===== config.mk =====
export PLATFORM = sky130hd
export DESIGN_NAME = asm_device_flat
export DESIGN_NICKNAME = d
export VERILOG_FILES = /design/src/asm_pkg.sv /design/src/asm_link_if.sv /design/src/asm_device.sv /design/src/asm_sync.sv /design/src/flat_wrapper.sv
export VERILOG_INCLUDE_DIRS = /design/src /design/src/src
export SDC_FILE = /design/constraint.sdc
export NUM_CORES = 1
export LEC_CHECK = 0
export BUFFER_PORTS_ARGS = -buffer_cell sky130_fd_sc_hd__clkbuf_2
export CORE_ASPECT_RATIO = 0.75
export CORE_UTILIZATION = 40
export DETAILED_ROUTE_END_ITERATION = 16
export GPL_TIMING_DRIVEN = 0
export SYNTH_ARGS = -nofsm -noshare
export SYNTH_HDL_FRONTEND = slang
export SYNTH_SLANG_ARGS = --single-unit

===== constraint.sdc =====
create_clock -name clk -period 1.8 [get_ports clk]
set_input_delay 0.18 -clock clk [delete_from_list [all_inputs] [get_ports clk]]
set_output_delay 0.18 -clock clk [all_outputs]
set_load 0.02 [all_outputs]

===== src/asm_params.svh =====
`ifndef ASM_PARAMS_SVH
`define ASM_PARAMS_SVH
`define ASM_DATA_W        8
`define ASM_CNT_W         5
`define ASM_LEAD_ZEROS    5'h03
`define ASM_DATA_LAST     5'h0b
`define ASM_FRAME_EDGES   5'h10
`define ASM_MODE_EDGE_LO  5'h02
`define ASM_MODE_EDGE_HI  5'h0a
`define ASM_TRACK_RISE    5'h0d
`define ASM_QUIET_PERIODS 5'h04
`define ASM_SCLK_HALF     8'h04
`define ASM_RX_MSB        11
`define ASM_RX_LSB        4
`endif


===== src/asm_pkg.sv =====
package asm_pkg;
  typedef enum logic {
    ASM_NORMAL,
    ASM_SHUTDOWN
  } asm_mode_type;

  typedef enum logic [1:0] {
    ASM_H_IDLE,
    ASM_H_FRAME,
    ASM_H_QUIET
  } asm_host_state_type;
endpackage


===== src/asm_link_if.sv =====
`timescale 1ns/100ps
interface asm_link_if;
  logic frame_sel_b;
  logic sclk;
  logic result_serial_out;
  logic result_serial_oe;

  modport dev (
    input  frame_sel_b,
    input  sclk,
    output result_serial_out,
    output result_serial_oe
  );
  modport host (
    output frame_sel_b,
    output sclk,
    input  result_serial_out,
    input  result_serial_oe
  );
endinterface


===== src/asm_device.sv =====
`timescale 1ns/100ps
`include "asm_params.svh"
module asm_device (
  input  wire logic              clk,
  input  wire logic              rst_b,
  asm_link_if.dev                link,
  input  wire logic [7:0]        sample_in,
  output logic [7:0]             held_sample,
  output logic                   tracking,
  output logic                   shutdown,
  output logic                   powered,
  output logic                   result_valid
);
  logic                     cs_s;
  logic                     sclk_s;
  logic                     cs_d;
  logic                     sclk_d;
  logic                     in_frame;
  logic [`ASM_CNT_W-1:0]    fall_cnt;
  logic [`ASM_CNT_W-1:0]    rise_cnt;
  logic [`ASM_DATA_W-1:0]   shreg;
  logic                     dout;
  logic                     oe;
  logic                     waking;
  asm_pkg::asm_mode_type    mode;
  logic                     next_cs_d;
  logic                     next_sclk_d;
  logic                     next_in_frame;
  logic [`ASM_CNT_W-1:0]    next_fall_cnt;
  logic [`ASM_CNT_W-1:0]    next_rise_cnt;
  logic [`ASM_DATA_W-1:0]   next_shreg;
  logic                     next_dout;
  logic                     next_oe;
  logic                     next_waking;
  asm_pkg::asm_mode_type    next_mode;
  logic [`ASM_DATA_W-1:0]   next_held;
  logic                     next_tracking;
  logic                     next_powered;
  logic                     next_valid;
  logic                     cs_fall;
  logic                     cs_rise;
  logic                     sck_fall;
  logic                     sck_rise;

  // Mode left behind when select rises, from the falls seen so far
  function automatic asm_pkg::asm_mode_type rise_mode(
    input logic [`ASM_CNT_W-1:0] falls,
    input logic                  wake,
    input asm_pkg::asm_mode_type cur
  );
    asm_pkg::asm_mode_type res;
    res = cur;
    if (falls < `ASM_MODE_EDGE_LO) begin
      res = wake ? asm_pkg::ASM_SHUTDOWN : cur;
    end else if (falls < `ASM_MODE_EDGE_HI) begin
      res = asm_pkg::ASM_SHUTDOWN;
    end
    return res;
  endfunction

  // Falls after which a result bit is shown
  function automatic logic in_data(input logic [`ASM_CNT_W-1:0] falls);
    return (falls >= `ASM_LEAD_ZEROS) && (falls <= `ASM_DATA_LAST);
  endfunction

  // Select and link clock come from the host's clock domain
  asm_sync u_cs (
    .clk   (clk),
    .rst_b (rst_b),
    .din   (link.frame_sel_b),
    .init  (1'b1),
    .dout  (cs_s)
  );
  asm_sync u_sck (
    .clk   (clk),
    .rst_b (rst_b),
    .din   (link.sclk),
    .init  (1'b1),
    .dout  (sclk_s)
  );

  assign cs_fall  = cs_d && !cs_s;
  assign cs_rise  = !cs_d && cs_s;
  assign sck_fall = sclk_d && !sclk_s && !cs_s;
  assign sck_rise = !sclk_d && sclk_s && !cs_s;

  assign link.result_serial_out = dout;
  assign link.result_serial_oe  = oe;
  assign shutdown               = (mode == asm_pkg::ASM_SHUTDOWN);

  // Select edges first, then link clock edges inside a frame
  always_comb begin
    next_cs_d     = cs_s;
    next_sclk_d   = sclk_s;
    next_in_frame = in_frame;
    next_fall_cnt = fall_cnt;
    next_rise_cnt = rise_cnt;
    next_shreg    = shreg;
    next_dout     = dout;
    next_oe       = oe;
    next_waking   = waking;
    next_mode     = mode;
    next_held     = held_sample;
    next_tracking = tracking;
    next_powered  = powered;
    next_valid    = 1'b0;
    if (cs_fall) begin
      next_in_frame = 1'b1;
      next_fall_cnt = '0;
      next_rise_cnt = '0;
      next_mode     = asm_pkg::ASM_NORMAL;
      next_waking   = (mode == asm_pkg::ASM_SHUTDOWN);
      next_held     = sample_in;
      next_shreg    = sample_in;
      next_tracking = 1'b0;
      next_oe       = 1'b1;
      next_dout     = 1'b0;
    end else if (cs_rise && in_frame) begin
      // Select rise ends the frame, early or after the full word
      next_in_frame = 1'b0;
      next_oe       = 1'b0;
      next_dout     = 1'b0;
      next_tracking = 1'b1;
      next_mode     = rise_mode(fall_cnt, waking, mode);
      if (next_mode == asm_pkg::ASM_SHUTDOWN) begin
        next_powered = 1'b0;
      end
    end else if (in_frame) begin
      if (sck_rise) begin
        next_rise_cnt = rise_cnt + 5'h01;
        if (next_rise_cnt == `ASM_TRACK_RISE) begin
          next_tracking = 1'b1;
        end
      end
      if (sck_fall && fall_cnt < `ASM_FRAME_EDGES) begin
        next_fall_cnt = fall_cnt + 5'h01;
        if (next_fall_cnt == `ASM_FRAME_EDGES) begin
          next_oe      = 1'b0;
          next_dout    = 1'b0;
          next_powered = 1'b1;
          next_valid   = !waking && powered;
          next_waking  = 1'b0;
        end else if (in_data(next_fall_cnt)) begin
          next_dout  = shreg[`ASM_DATA_W-1];
          next_shreg = {shreg[`ASM_DATA_W-2:0], 1'b0};
        end else begin
          next_dout = 1'b0;
        end
      end
    end
  end

  always_ff @(posedge clk or negedge rst_b) begin
    if (!rst_b) begin
      cs_d         <= 1'b1;
      sclk_d       <= 1'b1;
      in_frame     <= 1'b0;
      fall_cnt     <= '0;
      rise_cnt     <= '0;
      shreg        <= '0;
      dout         <= 1'b0;
      oe           <= 1'b0;
      waking       <= 1'b1;
      mode         <= asm_pkg::ASM_SHUTDOWN;
      held_sample  <= '0;
      tracking     <= 1'b1;
      powered      <= 1'b0;
      result_valid <= 1'b0;
    end else begin
      cs_d         <= next_cs_d;
      sclk_d       <= next_sclk_d;
      in_frame     <= next_in_frame;
      fall_cnt     <= next_fall_cnt;
      rise_cnt     <= next_rise_cnt;
      shreg        <= next_shreg;
      dout         <= next_dout;
      oe           <= next_oe;
      waking       <= next_waking;
      mode         <= next_mode;
      held_sample  <= next_held;
      tracking     <= next_tracking;
      powered      <= next_powered;
      result_valid <= next_valid;
    end
  end
endmodule


===== src/asm_sync.sv =====
`timescale 1ns/100ps
// Three-stage sampler; change accepted when stages two and three agree
module asm_sync (
  input  wire logic clk,
  input  wire logic rst_b,
  input  wire logic din,
  input  wire logic init,
  output logic      dout
);
  logic [2:0] stage;
  logic [2:0] next_stage;
  logic       next_dout;

  always_comb begin
    next_stage = {stage[1:0], din};
    next_dout  = (stage[1] == stage[2]) ? stage[2] : dout;
  end

  always_ff @(posedge clk or negedge rst_b) begin
    if (!rst_b) begin
      stage <= {3{1'b1}};
      dout  <= 1'b1;
    end else begin
      stage <= next_stage;
      dout  <= next_dout;
    end
  end

  logic unused_init;
  assign unused_init = init;
endmodule


===== src/flat_wrapper.sv =====
// flat-port wrapper written by rule: the top's interface ports become plain ports
module asm_device_flat 
  (clk, rst_b, sample_in, held_sample, tracking, shutdown, powered, result_valid, link_frame_sel_b, link_sclk, link_result_serial_out, link_result_serial_oe);
  asm_link_if link_i ();
  input  wire logic clk;
  input  wire logic rst_b;
  input  wire logic [7:0] sample_in;
  output logic [7:0] held_sample;
  output logic tracking;
  output logic shutdown;
  output logic powered;
  output logic result_valid;
  input wire logic [$bits(link_i.frame_sel_b)-1:0] link_frame_sel_b;
  input wire logic [$bits(link_i.sclk)-1:0] link_sclk;
  output wire logic [$bits(link_i.result_serial_out)-1:0] link_result_serial_out;
  output wire logic [$bits(link_i.result_serial_oe)-1:0] link_result_serial_oe;
  assign link_i.frame_sel_b = link_frame_sel_b;
  assign link_i.sclk = link_sclk;
  assign link_result_serial_out = link_i.result_serial_out;
  assign link_result_serial_oe = link_i.result_serial_oe;
  asm_device u_core (.clk(clk), .rst_b(rst_b), .link(link_i), .sample_in(sample_in), .held_sample(held_sample), .tracking(tracking), .shutdown(shutdown), .powered(powered), .result_valid(result_valid));
endmodule

==> summary.md, run 1 <==
| Metric | Value |
|---|---|
| Clock sink count | `44` |
| VDD IR max | `477.0 uV` |
| Pwr dens | `1128 nW/um^2` |
| Portion of netlist area occupied by mux cells | `1.416%` |
| CP Max Fanout | `5` |
| CP Cell Sequence | `buf_6 -> buf_8 -> nor2b_4 -> o31ai_2 -> a222oi_1 -> buf_4 -> a21oi_4 -> buf_6 -> mux2i_1 -> a21oi_1` |
| Detailed-route via count | `around 1600` |
| Post-synth net total | `234` |
| Clock tree buffer depth | `2` |
| Fin. Hold Viols | `0` |
| Total global routing overflow | `0` |
| Max Clk Rate | `just over 0.5 GHz` |
| Clk root buf | `clkbuf_8` |
| 1st-pass router iterations | `4` |
| Synth-to-Final Area Change | `26.37%` |
| Failing checks | `setup timing` |
| Worst Path Buf+Inv | `4` |
| Syn. warnings | `0` |
| Hold WS | `0.06217 ns` |
| Synth Area in Compound Gates | `11.33%` |
| R2r startpoint | `u_core.fall_cnt[1]$_DFFE_PN0P_` |
| Final Critical Period | `1.929 ns` |
| Fin nets | `278` |
| Mapped Cells | `218` |
| WL final | `4.365 mm` |
| Htree depth | `2` |
| Placer Congestion | `0.8010` |
| Initial DRC Count | `109` |
| Pin count of the biggest net entering global routing | `between 40 and 50` |
| Cell taking the most area after synthesis | `dfrtp_1` |
| Synth Area in Adders | `3.304%` |
| Endpoint type of the worst setup path | `register` |
| Mapped Area | `2121 um^2` |
| Worst-Skew Late Latency | `0.30 ns` |
| Simple-gate share of the synthesized area | `21.24%` |
| Most frequent CP cell | `buf_6` |
| Top post-synthesis cells by area | `dfrtp_1, dfstp_2, nand2_1` |
| Crit path max-delay family | `buffers and inverters` |
| Max incr delay on CP | `~0.42 ns` |
| Min-Delay Path Class | `input pin to asynchronous set/reset pin` |
| R2R cell count | `10` |
| Yosys reg bits | `44` |
| Fraction of layout cells with a size suffix above 1 | `around 34%` |
| Worst Path Arrival | `about 2.1 ns` |
| Antenna Cells | `0` |
| Syn_area_per_cell | `9.728 um^2` |
| Worst setup path class | `register to register` |
| Antenna Violating Nets Remaining | `0` |
| Largest family of logic cells by synthesized area | `simple AND/OR/NAND/NOR gates` |
| Most numerous cell in the Yosys netlist | `nand2_1` |
| Initial Utilization | `a little over two fifths` |
| DR DRC count | `0` |
| Asr flop ratio synth | `100.0%` |
| Final worst slack | `-0.1287 ns` |
| CTS tree | `built` |
| FF-to-FF End | `u_core.shreg[1]$_DFFE_PN0P_` |
| Fin. max-slew vios | `0` |
| Die ar. | `5600 um^2` |
| Number of core rows | `22` |
| Die Height | `65.06 um` |
| Rel. slew slack | `29.11%` |
| Layout Skew | `0.004664 ns` |
| Tot GR Track Use | `16.61%` |
| XOR/XNOR share of the synthesized area | `roughly 3.7%` |
| Most used DFF post-synth | `dfrtp_1` |
| Setup Viol. Count Final | `11` |
| Place WS | `-0.3374 ns` |
| Status | `finished with violations` |
| Max Cap Viol | `0` |
| Most frequent cells after synthesis | `nand2_1, dfrtp_1, nor2_1` |
| I/O pin cnt | `26` |
| Buffers on Ports | `25` |
| WP data required | `1.98 ns` |
| First-pass GRT wire length | `7.113 mm` |
| Worst Tran Pin Value | `1.063 ns` |
| RSZ-0062 raised after global routing | `true` |
| Slowest cell on the critical path | `dfrtp_1` |
| Worst reg-to-reg setup slack | `-0.13 ns` |
| Post-synth EDFFs | `0` |
| Core area | `between 4000 and 5000 um^2` |
| Clk slew on worst S/H paths | `0.09 ns` |
| Sequential share of the synthesized area | `52.68%` |
| DR WL/cell | `13.03 um` |
| Detailed placement HPWL | `2.773 mm` |
| Vias per cell | `4.770` |
| Area share of the largest cell type after synthesis | `36.58%` |
| Post-synth cell types | `43` |
| CTS Buf Count | `5` |
| Final worst-path cycle share | `107.1%` |
| Vias in the first global route | `1503` |
| Crit start category | `register` |
| Initial antenna violation count | `0` |
| Die width | `86.08 um` |
| Leakage | `between 1 and 1.5 nW` |
what timing repair did:
action,4_1_cts,5_1_grt
hold endpoints to repair,2,0
pin swaps,8,16
hold buffers,2,0
gates resized for setup,11,25
endpoints found under the setup margin,18,27
gates cloned,1,0
setup buffers,6,5
worst max-delay path by stage:
stage	startpoint	endpoint	slack, ns	cells after the start
2_1_floorplan	u_core.fall_cnt[1]$_DFFE_PN0P_	u_core.shreg[3]$_DFFE_PN0P_	-0.10	9
3_3_place_gp	u_core.fall_cnt[0]$_DFFE_PN0P_	u_core.shreg[3]$_DFFE_PN0P_	-0.34	9
3_5_place_dp	u_core.fall_cnt[0]$_DFFE_PN0P_	u_core.shreg[3]$_DFFE_PN0P_	-0.34	9
4_1_cts	u_core.fall_cnt[0]$_DFFE_PN0P_	u_core.shreg[1]$_DFFE_PN0P_	-0.07	9
5_1_grt	u_core.fall_cnt[1]$_DFFE_PN0P_	u_core.shreg[1]$_DFFE_PN0P_	-0.25	10
6_report	u_core.fall_cnt[1]$_DFFE_PN0P_	u_core.shreg[1]$_DFFE_PN0P_	-0.13	10
final cells by class:
class,instances,area (um^2)
clock inverter,3,46.29
sequential,44,1117
fill,462,2302
multi-input combinational,151,982.2
inverter,9,33.78
timing repair buffer,39,247.7
clock buffer,5,68.82
tap,72,90.09
buffer,12,93.84
metal layers:
metal / wire [um] / part of all wire [%] / track usage [%] / vias up
met5: 0 / 0 / 0 / -
met2: 1940 / 44 / 25.10 / 26
met3: 138 / 3.2 / 3.949 / 5
met4: 43 / 0.99 / 5.000 / 0
li1: - / - / - / 819
met1: 2241 / 51 / 23.62 / 748
flip-flops by register name, summed over array words and instances (netlist names), 3 cells and up:
signal,cells
u_core.fall_cnt,5
u_core.held_sample,8
u_core.rise_cnt,5
u_core.shreg,8
u_core.u_cs.stage,3
u_core.u_sck.stage,3
layout by cell type (no fill, tap or decap), types with 3 or more instances in the layout:
cell type   n
o21ai_0     9
buf_6       7
mux2i_1     3
xor2_1      5
dfstp_2    13
clkbuf_8    6
clkbuf_2   29
nand4_1     4
o211ai_1    4
dfrtp_1    31
nand3b_1    3
o22ai_1     3
xnor2_1     4
a21oi_1    10
nor2_1     15
inv_1       7
nand2_1    42
nand3_1     5
nand2b_1    5
o21ai_1     3
buf_4       7
clkbuf_1    3
report_power, final:
group | switching [W] | internal (W)
registers | 0.000118 | 0.00116
logic | 0.000483 | 0.000488
clock network | 0.000356 | 0.000418
logic make-up (layout without fill, tap and decap cells):
group / count (synthesis) / count (layout)
compound gates: 40 / 40
xor+xnor: 9 / 9
fa+ha+maj: 6 / 6
buf+inv: 23 / 68
flops: 44 / 44
mux: 3 / 3
simple gates: 93 / 93
through the flow:
step | util [%] | TNS, ns | instances | instance area, um^2 | total power, W
6_report | 53.79 | -0.7803 | 335 | 2680 | 0.003022
5_1_grt | 53.79 | -2.046 | 335 | 2680 | 0.003191
4_1_cts | 51.41 | -0.3627 | 331 | 2561 | 0.002859
3_5_place_dp | 46.99 | -2.644 | 315 | 2341 | 0.001936
3_3_place_gp | 46.99 | -2.527 | 315 | 2341 | 0.001923
2_1_floorplan | - | -0.2680 | 218 | 2126 | 0.001737
No activity file was read; power rests on OpenSTA's default activity.
==> run 2: changes to the inputs <==
--- a/config.mk
+++ b/config.mk
@@ -13,4 +13,5 @@
 export GPL_TIMING_DRIVEN = 0
 export SYNTH_ARGS = -nofsm -noshare
 export SYNTH_HDL_FRONTEND = slang
+export SYNTH_HIERARCHICAL = 1
 export SYNTH_SLANG_ARGS = --single-unit
==> summary.md, run 2 <==
| Metric | Value |
|---|---|
| Status | `finished with violations (unchanged)` |
| Fin. Hold Viols | `0 (unchanged)` |
| Post-synth net total | `215 (was 234)` |
| Fin nets | `255 (was 278)` |
| Clock tree buffer depth | `2 (unchanged)` |
| Min-Delay Path Class | `input pin to asynchronous set/reset pin (unchanged)` |
| Crit path max-delay family | `compound AO/OA/AOI/OAI gates (was buffers and inverters)` |
| Place WS | `-0.4754 ns (was -0.3374 ns)` |
| Crit start category | `register (unchanged)` |
| Final Core Density | `51.24% (was 53.79%)` |
| Commonest non-fill, non-tap cell in the layout | `nand2_1 (unchanged)` |
| WL final | `4.349 mm (was 4.365 mm)` |
| VDD IR max | `574.9 uV (was 477.0 uV)` |
| Layout Skew | `0.007686 ns (was 0.004664 ns)` |
| Pin count of the biggest net entering global routing | `45 (unchanged)` |
| Mapped Cells | `199 (was 218)` |
| RSZ-0062 raised after global routing | `true (unchanged)` |
| CTS Buf Count | `5 (unchanged)` |
| Top Registers | `u_core/held_sample x8, u_core/shreg x8 (was u_core.held_sample x8, u_core.shreg x8)` |
| Initial DRC Count | `57 (was 109)` |
| Fillers | `464 (was 462)` |
| Leakage | `1.198 nW (was 1.165 nW)` |
| 1st-pass router iterations | `4 (unchanged)` |
| Setup Viol. Count Final | `8 (was 11)` |
| WP data required | `1.99 ns (was 1.98 ns)` |
| Mapped Area | `2076 um^2 (was 2121 um^2)` |
| Detailed-route via count | `1534 (was 1598)` |
| Worst Path Buf+Inv | `1 (was 4)` |
| Synth-to-Final Area Change | `22.30% (was 26.37%)` |
| Clk root buf | `clkbuf_8 (unchanged)` |
| Max incr delay on CP | `0.45 ns (was 0.42 ns)` |
| Number of core rows | `22 (unchanged)` |
| CP Cell Sequence | `ha_4 -> xor2_1 -> a22o_2 -> a22oi_2 -> a311oi_4 -> buf_12 -> mux2_4 (was buf_6 -> buf_8 -> nor2b_4 -> o31ai_2 -> a222oi_1 -> buf_4 -> a21oi_4 -> buf_6 -> mux2i_1 -> a21oi_1)` |
| Clock sink count | `44 (unchanged)` |
| DR DRC count | `0 (unchanged)` |
| Area after DPL | `2305 um^2 (was 2341 um^2)` |
| Worst Tran Pin Value | `1.082 ns (was 1.063 ns)` |
| Antenna Cells | `0 (unchanged)` |
| Max Cap Viol | `0 (unchanged)` |
| Max Clk Rate | `0.4858 GHz (was 0.5185 GHz)` |
| Pwr dens | `1045 nW/um^2 (was 1128 nW/um^2)` |
| Most frequent cells in the layout | `nand2_1, dfrtp_1, clkbuf_2 (unchanged)` |
| Placer Congestion | `0.7680 (was 0.8010)` |
| Final Critical Period | `2.059 ns (was 1.929 ns)` |
| Syn_area_per_cell | `10.43 um^2 (was 9.728 um^2)` |
| DR WL/cell | `14.50 um (was 13.03 um)` |
| Worst Path Arrival | `2.25 ns (was 2.11 ns)` |
| Detailed placement HPWL | `2.779 mm (was 2.773 mm)` |
| Core area | `4955 um^2 (was 4982 um^2)` |
| I/O pin cnt | `26 (unchanged)` |
| Initial Utilization | `41.89% (was 42.57%)` |
| Buffers on Ports | `25 (unchanged)` |
| Fraction of layout cells with a size suffix above 1 | `36.25% (was 33.84%)` |
| CP Max Fanout | `8 (was 5)` |
| Die Height | `64.39 um (was 65.06 um)` |
| Slowest cell on the critical path | `dfrtp_2 (was dfrtp_1)` |
| Htree depth | `2 (unchanged)` |
| Vias in the first global route | `1542 (was 1503)` |
| First-pass GRT wire length | `7.741 mm (was 7.113 mm)` |
| Setup_tns | `-1.801 ns (was -0.7803 ns)` |
| Syn. warnings | `6 (was 0)` |
| Worst-Skew Late Latency | `0.30 ns (about the same)` |
| Antenna Violating Nets Remaining | `0 (unchanged)` |
| Final worst-path cycle share | `114.4% (was 107.1%)` |
| Tot GR Track Use | `18.74% (was 16.61%)` |
| Vias per cell | `5.113 (was 4.770)` |
| Initial antenna violation count | `0 (unchanged)` |
| Final worst slack | `-0.2586 ns (was -0.1287 ns)` |
| Clk slew on worst S/H paths | `0.09 ns (about the same)` |
| Total global routing overflow | `0 (unchanged)` |
| Fin. max-slew vios | `0 (unchanged)` |
| Die width | `85.18 um (was 86.08 um)` |
| Rel. slew slack | `27.87% (was 29.11%)` |
| Failing checks | `setup timing (unchanged)` |
| Total design power | `0.002652 W (was 0.003022 W)` |
| Endpoint type of the worst setup path | `register (unchanged)` |
| Die ar. | `5484 um^2 (was 5600 um^2)` |
| CTS tree | `built (unchanged)` |
| Worst setup path class | `register to register (unchanged)` |
| Finished Cell Area | `2539 um^2 (was 2680 um^2)` |
run 2: path summary, 6_finish.rpt:
kind                                                 from                                end  slack [ns]  cells past startpoint
max                        u_core/fall_cnt[1]$_DFFE_PN0P_        u_core/shreg[6]$_DFFE_PN0P_       -0.26                      7
min                                                 rst_b        u_core/shreg[5]$_DFFE_PN0P_        0.08                      1
max reg2reg                u_core/fall_cnt[1]$_DFFE_PN0P_        u_core/shreg[6]$_DFFE_PN0P_       -0.26                      7
min reg2reg                u_core/u_cs/stage[0]$_DFF_PN1_     u_core/u_cs/stage[1]$_DFF_PN1_        0.36                      0
max in group asynchronous                           rst_b     u_core/fall_cnt[1]$_DFFE_PN0P_        0.99                      1
min in group clk                             sample_in[4]  u_core/held_sample[4]$_DFFE_PN0P_        0.09                      3
run 2: cell type report:
cell class                      instances  area, um^2  share of cell area [%]
Clock inverter                          2       12.51                  0.4929
Sequential cell                        44        1119                   44.06
Buffer                                  7       62.56                   2.464
Tap cell                               60       75.07                   2.957
Clock buffer                            6       72.57                   2.859
Multi-Input combinational cell        140       960.9                   37.85
Inverter                                7       26.28                   1.035
Timing Repair Buffer                   34       210.2                   8.280
run 2: metrics by stage:
step                instances  hold WS, ns
detailed placement        284       0.2691
floorplan                 199      -0.1156
global placement          284       0.2686
CTS                       300      0.08959
global route              300      0.08470
finish                    300      0.08171
run 2: worst register-to-register path, delay by kind of cell (launching register included):
family / cells / cell delay [ns]
flops: 1 / 0.45
mux: 1 / 0.30
fa+ha+maj: 1 / 0.20
buf+inv: 1 / 0.18
compound gates: 3 / 0.69
xor+xnor: 1 / 0.14
run 2: metal layers:
metal | up-vias | global-route usage, % | wire (um)
met2 | 36 | 26.92 | 1847
met3 | 2 | 4.393 | 186
li1 | 751 | - | -
met1 | 745 | 28.09 | 2288
met4 | 0 | 5.085 | 27
met5 | - | 0 | 0
run 2: what timing repair did:
item                                    4_1_cts  5_1_grt
setup buffers                                 7        0
gates resized for setup                      15        4
gates cloned                                  0        0
endpoints found under the hold margin         2        0
hold buffers                                  2        0
pin swaps                                     7        3
endpoints found under the setup margin       23       15
run 2: report_power, final:
group	total (W)	internal (W)	switching (W)	leakage [nW]
clock	0.000608	0.000272	0.000337	0.0412
sequential	0.00133	0.00121	0.000126	0.534
combinational	0.000710	0.000330	0.000380	0.623
total	0.00265	0.00181	0.000842	1.20
==> run 3: changes to the inputs <==
--- a/config.mk
+++ b/config.mk
@@ -7,8 +7,8 @@
 export NUM_CORES = 1
 export LEC_CHECK = 0
 export BUFFER_PORTS_ARGS = -buffer_cell sky130_fd_sc_hd__clkbuf_2
-export CORE_ASPECT_RATIO = 0.75
-export CORE_UTILIZATION = 40
+export CORE_ASPECT_RATIO = 0.5
+export CORE_UTILIZATION = 38
 export DETAILED_ROUTE_END_ITERATION = 16
 export GPL_TIMING_DRIVEN = 0
 export SYNTH_ARGS = -nofsm -noshare
==> constraint.sdc (replaced) <==
create_clock -name clk -period 2.7 [get_ports clk]
set_input_delay 0.27 -clock clk [delete_from_list [all_inputs] [get_ports clk]]
set_output_delay 0.27 -clock clk [all_outputs]
set_load 0.02 [all_outputs]
==> summary.md, run 3 (synthesis gave the netlist of run 2 again) <==
| Metric | Value |
|---|---|
| Status | `finished clean (was finished with violations)` |
| Total global routing overflow | `0 (unchanged)` |
| Net Sw Frac | `29.50% (was 31.75%)` |
| Worst Path Buf+Inv | `1 (unchanged)` |
| Die Height | `54.26 um (was 64.39 um)` |
| Clk root buf | `clkbuf_8 (unchanged)` |
| Antenna Cells | `0 (unchanged)` |
| Internal | `0.001274 W (was 0.001810 W)` |
| Crit start category | `register (unchanged)` |
| Fillers | `488 (was 464)` |
| Fin. max-slew vios | `0 (unchanged)` |
| R2R cell count | `7 (unchanged)` |
| Worst Path Arrival | `2.54 ns (was 2.25 ns)` |
| Vias per cell | `4.874 (was 5.113)` |
| Rel. slew slack | `28.46% (was 27.87%)` |
| 1st-pass router iterations | `4 (unchanged)` |
| Layout Skew | `0.004996 ns (was 0.007686 ns)` |
| Fin. Hold Viols | `0 (unchanged)` |
| Max incr delay on CP | `0.55 ns (was 0.45 ns)` |
| Synth-to-Final Area Change | `16.09% (was 22.30%)` |
| VDD IR max | `297.5 uV (was 574.9 uV)` |
| CP Cell Sequence | `ha_1 -> buf_6 -> and2b_1 -> o21ai_2 -> o311ai_1 -> a311oi_4 -> mux2_2 (was ha_4 -> xor2_1 -> a22o_2 -> a22oi_2 -> a311oi_4 -> buf_12 -> mux2_4)` |
| WHS Path Cells | `1` |
| Commonest non-fill, non-tap cell in the layout | `nand2_1 (unchanged)` |
| Pin count of the biggest net entering global routing | `45 (unchanged)` |
| End of the critical path | `u_core/shreg[4]$_DFFE_PN0P_ (was u_core/shreg[6]$_DFFE_PN0P_)` |
| Die ar. | `5780 um^2 (was 5484 um^2)` |
| Buffers on Ports | `25 (unchanged)` |
| Finished Cell Area | `2410 um^2 (was 2539 um^2)` |
| Setup bufs post-CTS | `0 (was 7)` |
| Worst-Skew Late Latency | `0.30 ns (about the same)` |
| Worst Tran Pin Value | `1.073 ns (was 1.082 ns)` |
| Initial antenna violation count | `0 (unchanged)` |
| CTS Buf Count | `5 (unchanged)` |
| DR WL/cell | `12.65 um (was 14.50 um)` |
| Setup Viol. Count Final | `0 (was 8)` |
| Slowest cell on the critical path | `a311oi_4 (was dfrtp_2)` |
| Die width | `106.5 um (was 85.18 um)` |
| Area after DPL | `2288 um^2 (was 2305 um^2)` |
| Max Clk Rate | `0.4261 GHz (was 0.4858 GHz)` |
| Final Core Density | `47.35% (was 51.24%)` |
| Detailed-route via count | `1472 (was 1534)` |
| Final worst slack | `0.3530 ns (was -0.2586 ns)` |
| Initial DRC Count | `35 (was 57)` |
| Place WS | `0.3551 ns (was -0.4754 ns)` |
| I/O pin cnt | `26 (unchanged)` |
| Core area | `5090 um^2 (was 4955 um^2)` |
| Detailed placement HPWL | `2.624 mm (was 2.779 mm)` |
| Gate power share | `21.6% (was 26.8%)` |
| Placer Congestion | `0.7852 (was 0.7680)` |
| R2r startpoint | `u_core/fall_cnt[1]$_DFFE_PN0P_ (unchanged)` |
| Antenna Violating Nets Remaining | `0 (unchanged)` |
| Most frequent cells in the layout | `nand2_1, dfrtp_1, clkbuf_2 (unchanged)` |
| Post-cts resize count | `0 (was 15)` |
| WP data required | `2.89 ns (was 1.99 ns)` |
| Leakage | `1.146 nW (was 1.198 nW)` |
| Critical Path Start | `u_core/fall_cnt[1]$_DFFE_PN0P_ (unchanged)` |
| WL final | `3.820 mm (was 4.349 mm)` |
| Vias in the first global route | `1336 (was 1542)` |
| Endpoint type of the worst setup path | `register (unchanged)` |
| CP Max Fanout | `10 (was 8)` |
| Pwr dens | `750.0 nW/um^2 (was 1045 nW/um^2)` |
| FF-to-FF End | `u_core/shreg[4]$_DFFE_PN0P_ (was u_core/shreg[6]$_DFFE_PN0P_)` |
| Htree depth | `2 (unchanged)` |
| Clock tree buffer depth | `2 (unchanged)` |
| Switch Pwr | `0.0005331 W (was 0.0008421 W)` |
| Fraction of layout cells with a size suffix above 1 | `30.60% (was 36.25%)` |
| Hold buffer count at cts | `0 (was 2)` |
| Min-Delay Path Class | `input pin to register (was input pin to asynchronous set/reset pin)` |
| Clock power frac | `29.5% (was 22.9%)` |
| Worst setup path class | `register to register (unchanged)` |
| Top Registers | `u_core/held_sample x8, u_core/shreg x8 (unchanged)` |
| RSZ-0062 raised after global routing | `false (was true)` |
| Final worst-path cycle share | `86.93% (was 114.4%)` |
| Max Cap Viol | `0 (unchanged)` |
| CTS tree | `built (unchanged)` |
| Number of core rows | `18 (was 22)` |
| Crit path depth | `7 (unchanged)` |
| Final Critical Period | `2.347 ns (was 2.059 ns)` |
| DR DRC count | `0 (unchanged)` |
| Setup_tns | `0 ns (was -1.801 ns)` |
| Crit path max-delay family | `compound AO/OA/AOI/OAI gates (unchanged)` |
| Worst reg-to-reg setup slack | `0.35 ns (was -0.26 ns)` |
| Tot GR Track Use | `14.93% (was 18.74%)` |
| Clk slew on worst S/H paths | `0.08 ns (was 0.09 ns)` |
| Clock sink count | `44 (unchanged)` |
| Initial Utilization | `40.78% (was 41.89%)` |
| Flop pwr share | `48.8% (was 50.3%)` |
| First-pass GRT wire length | `6.403 mm (was 7.741 mm)` |
| Fin nets | `247 (was 255)` |
## run 3: worst min-delay path by stage
| stage | from | to | slack, ns |
|---|---|---|---|
| 6_report | link_sclk | u_core/u_sck/stage[0]$_DFF_PN1_ | 0.04 |
| 5_1_grt | link_frame_sel_b | u_core/u_cs/stage[0]$_DFF_PN1_ | 0.03 |
| 4_1_cts | link_sclk | u_core/u_sck/stage[0]$_DFF_PN1_ | 0.03 |
| 3_5_place_dp | u_core/u_cs/stage[0]$_DFF_PN1_ | u_core/u_cs/stage[1]$_DFF_PN1_ | 0.35 |
| 3_3_place_gp | u_core/u_sck/stage[0]$_DFF_PN1_ | u_core/u_sck/stage[1]$_DFF_PN1_ | 0.35 |
| 2_1_floorplan | rst_b | u_core/fall_cnt[0]$_DFFE_PN0P_ | -0.03 |
## run 3: through the flow
step | total power, W | hold slack [ns] | instances
floorplan | 0.001165 | -0.02559 | 199
global placement | 0.001279 | 0.3459 | 294
detailed placement | 0.001289 | 0.3470 | 294
CTS | 0.001837 | 0.02670 | 302
global route | 0.001927 | 0.02531 | 302
finish | 0.001807 | 0.04075 | 302
## run 3: final cells by class
type	count	area, um^2	area share, %
Clock inverter	2	38.79	1.610
Clock buffer	6	82.58	3.427
Multi-Input combinational cell	140	863.3	35.83
Sequential cell	44	1117	46.37
Buffer	8	68.82	2.856
Tap cell	70	87.58	3.634
Timing Repair Buffer	25	125.1	5.192
Inverter	7	26.28	1.090
## run 3: power groups by stage
| stage | Sequential, W | Clock, W | Combinational [W] |
|---|---|---|---|
| after detailed placement | 0.000895 | 0 | 0.000394 |
| after global placement | 0.000890 | 0 | 0.000389 |
| after floorplan | 0.000931 | 0 | 0.000233 |
| after global routing | 0.000904 | 0.000586 | 0.000438 |
| final | 0.000882 | 0.000534 | 0.000391 |
| after CTS | 0.000882 | 0.000559 | 0.000396 |
## run 3: worst reg2reg max path, delay by kind of cell, from the launching register on
kind                     cells  cell delay (ns)
buffers and inverters        1             0.14
AND/OR/NAND/NOR              1             0.18
AO/OA/AOI/OAI                3             0.85
multiplexers                 1             0.40
flip-flops                   1             0.46
adder cells (fa/ha/maj)      1             0.22
## run 3: layer usage
metal | GRT usage [%] | share of wire [%]
met1 | 21.29 | 54
met2 | 21.32 | 41
met3 | 4.762 | 3.6
met4 | 5.479 | 1.5
met5 | 0 | 0
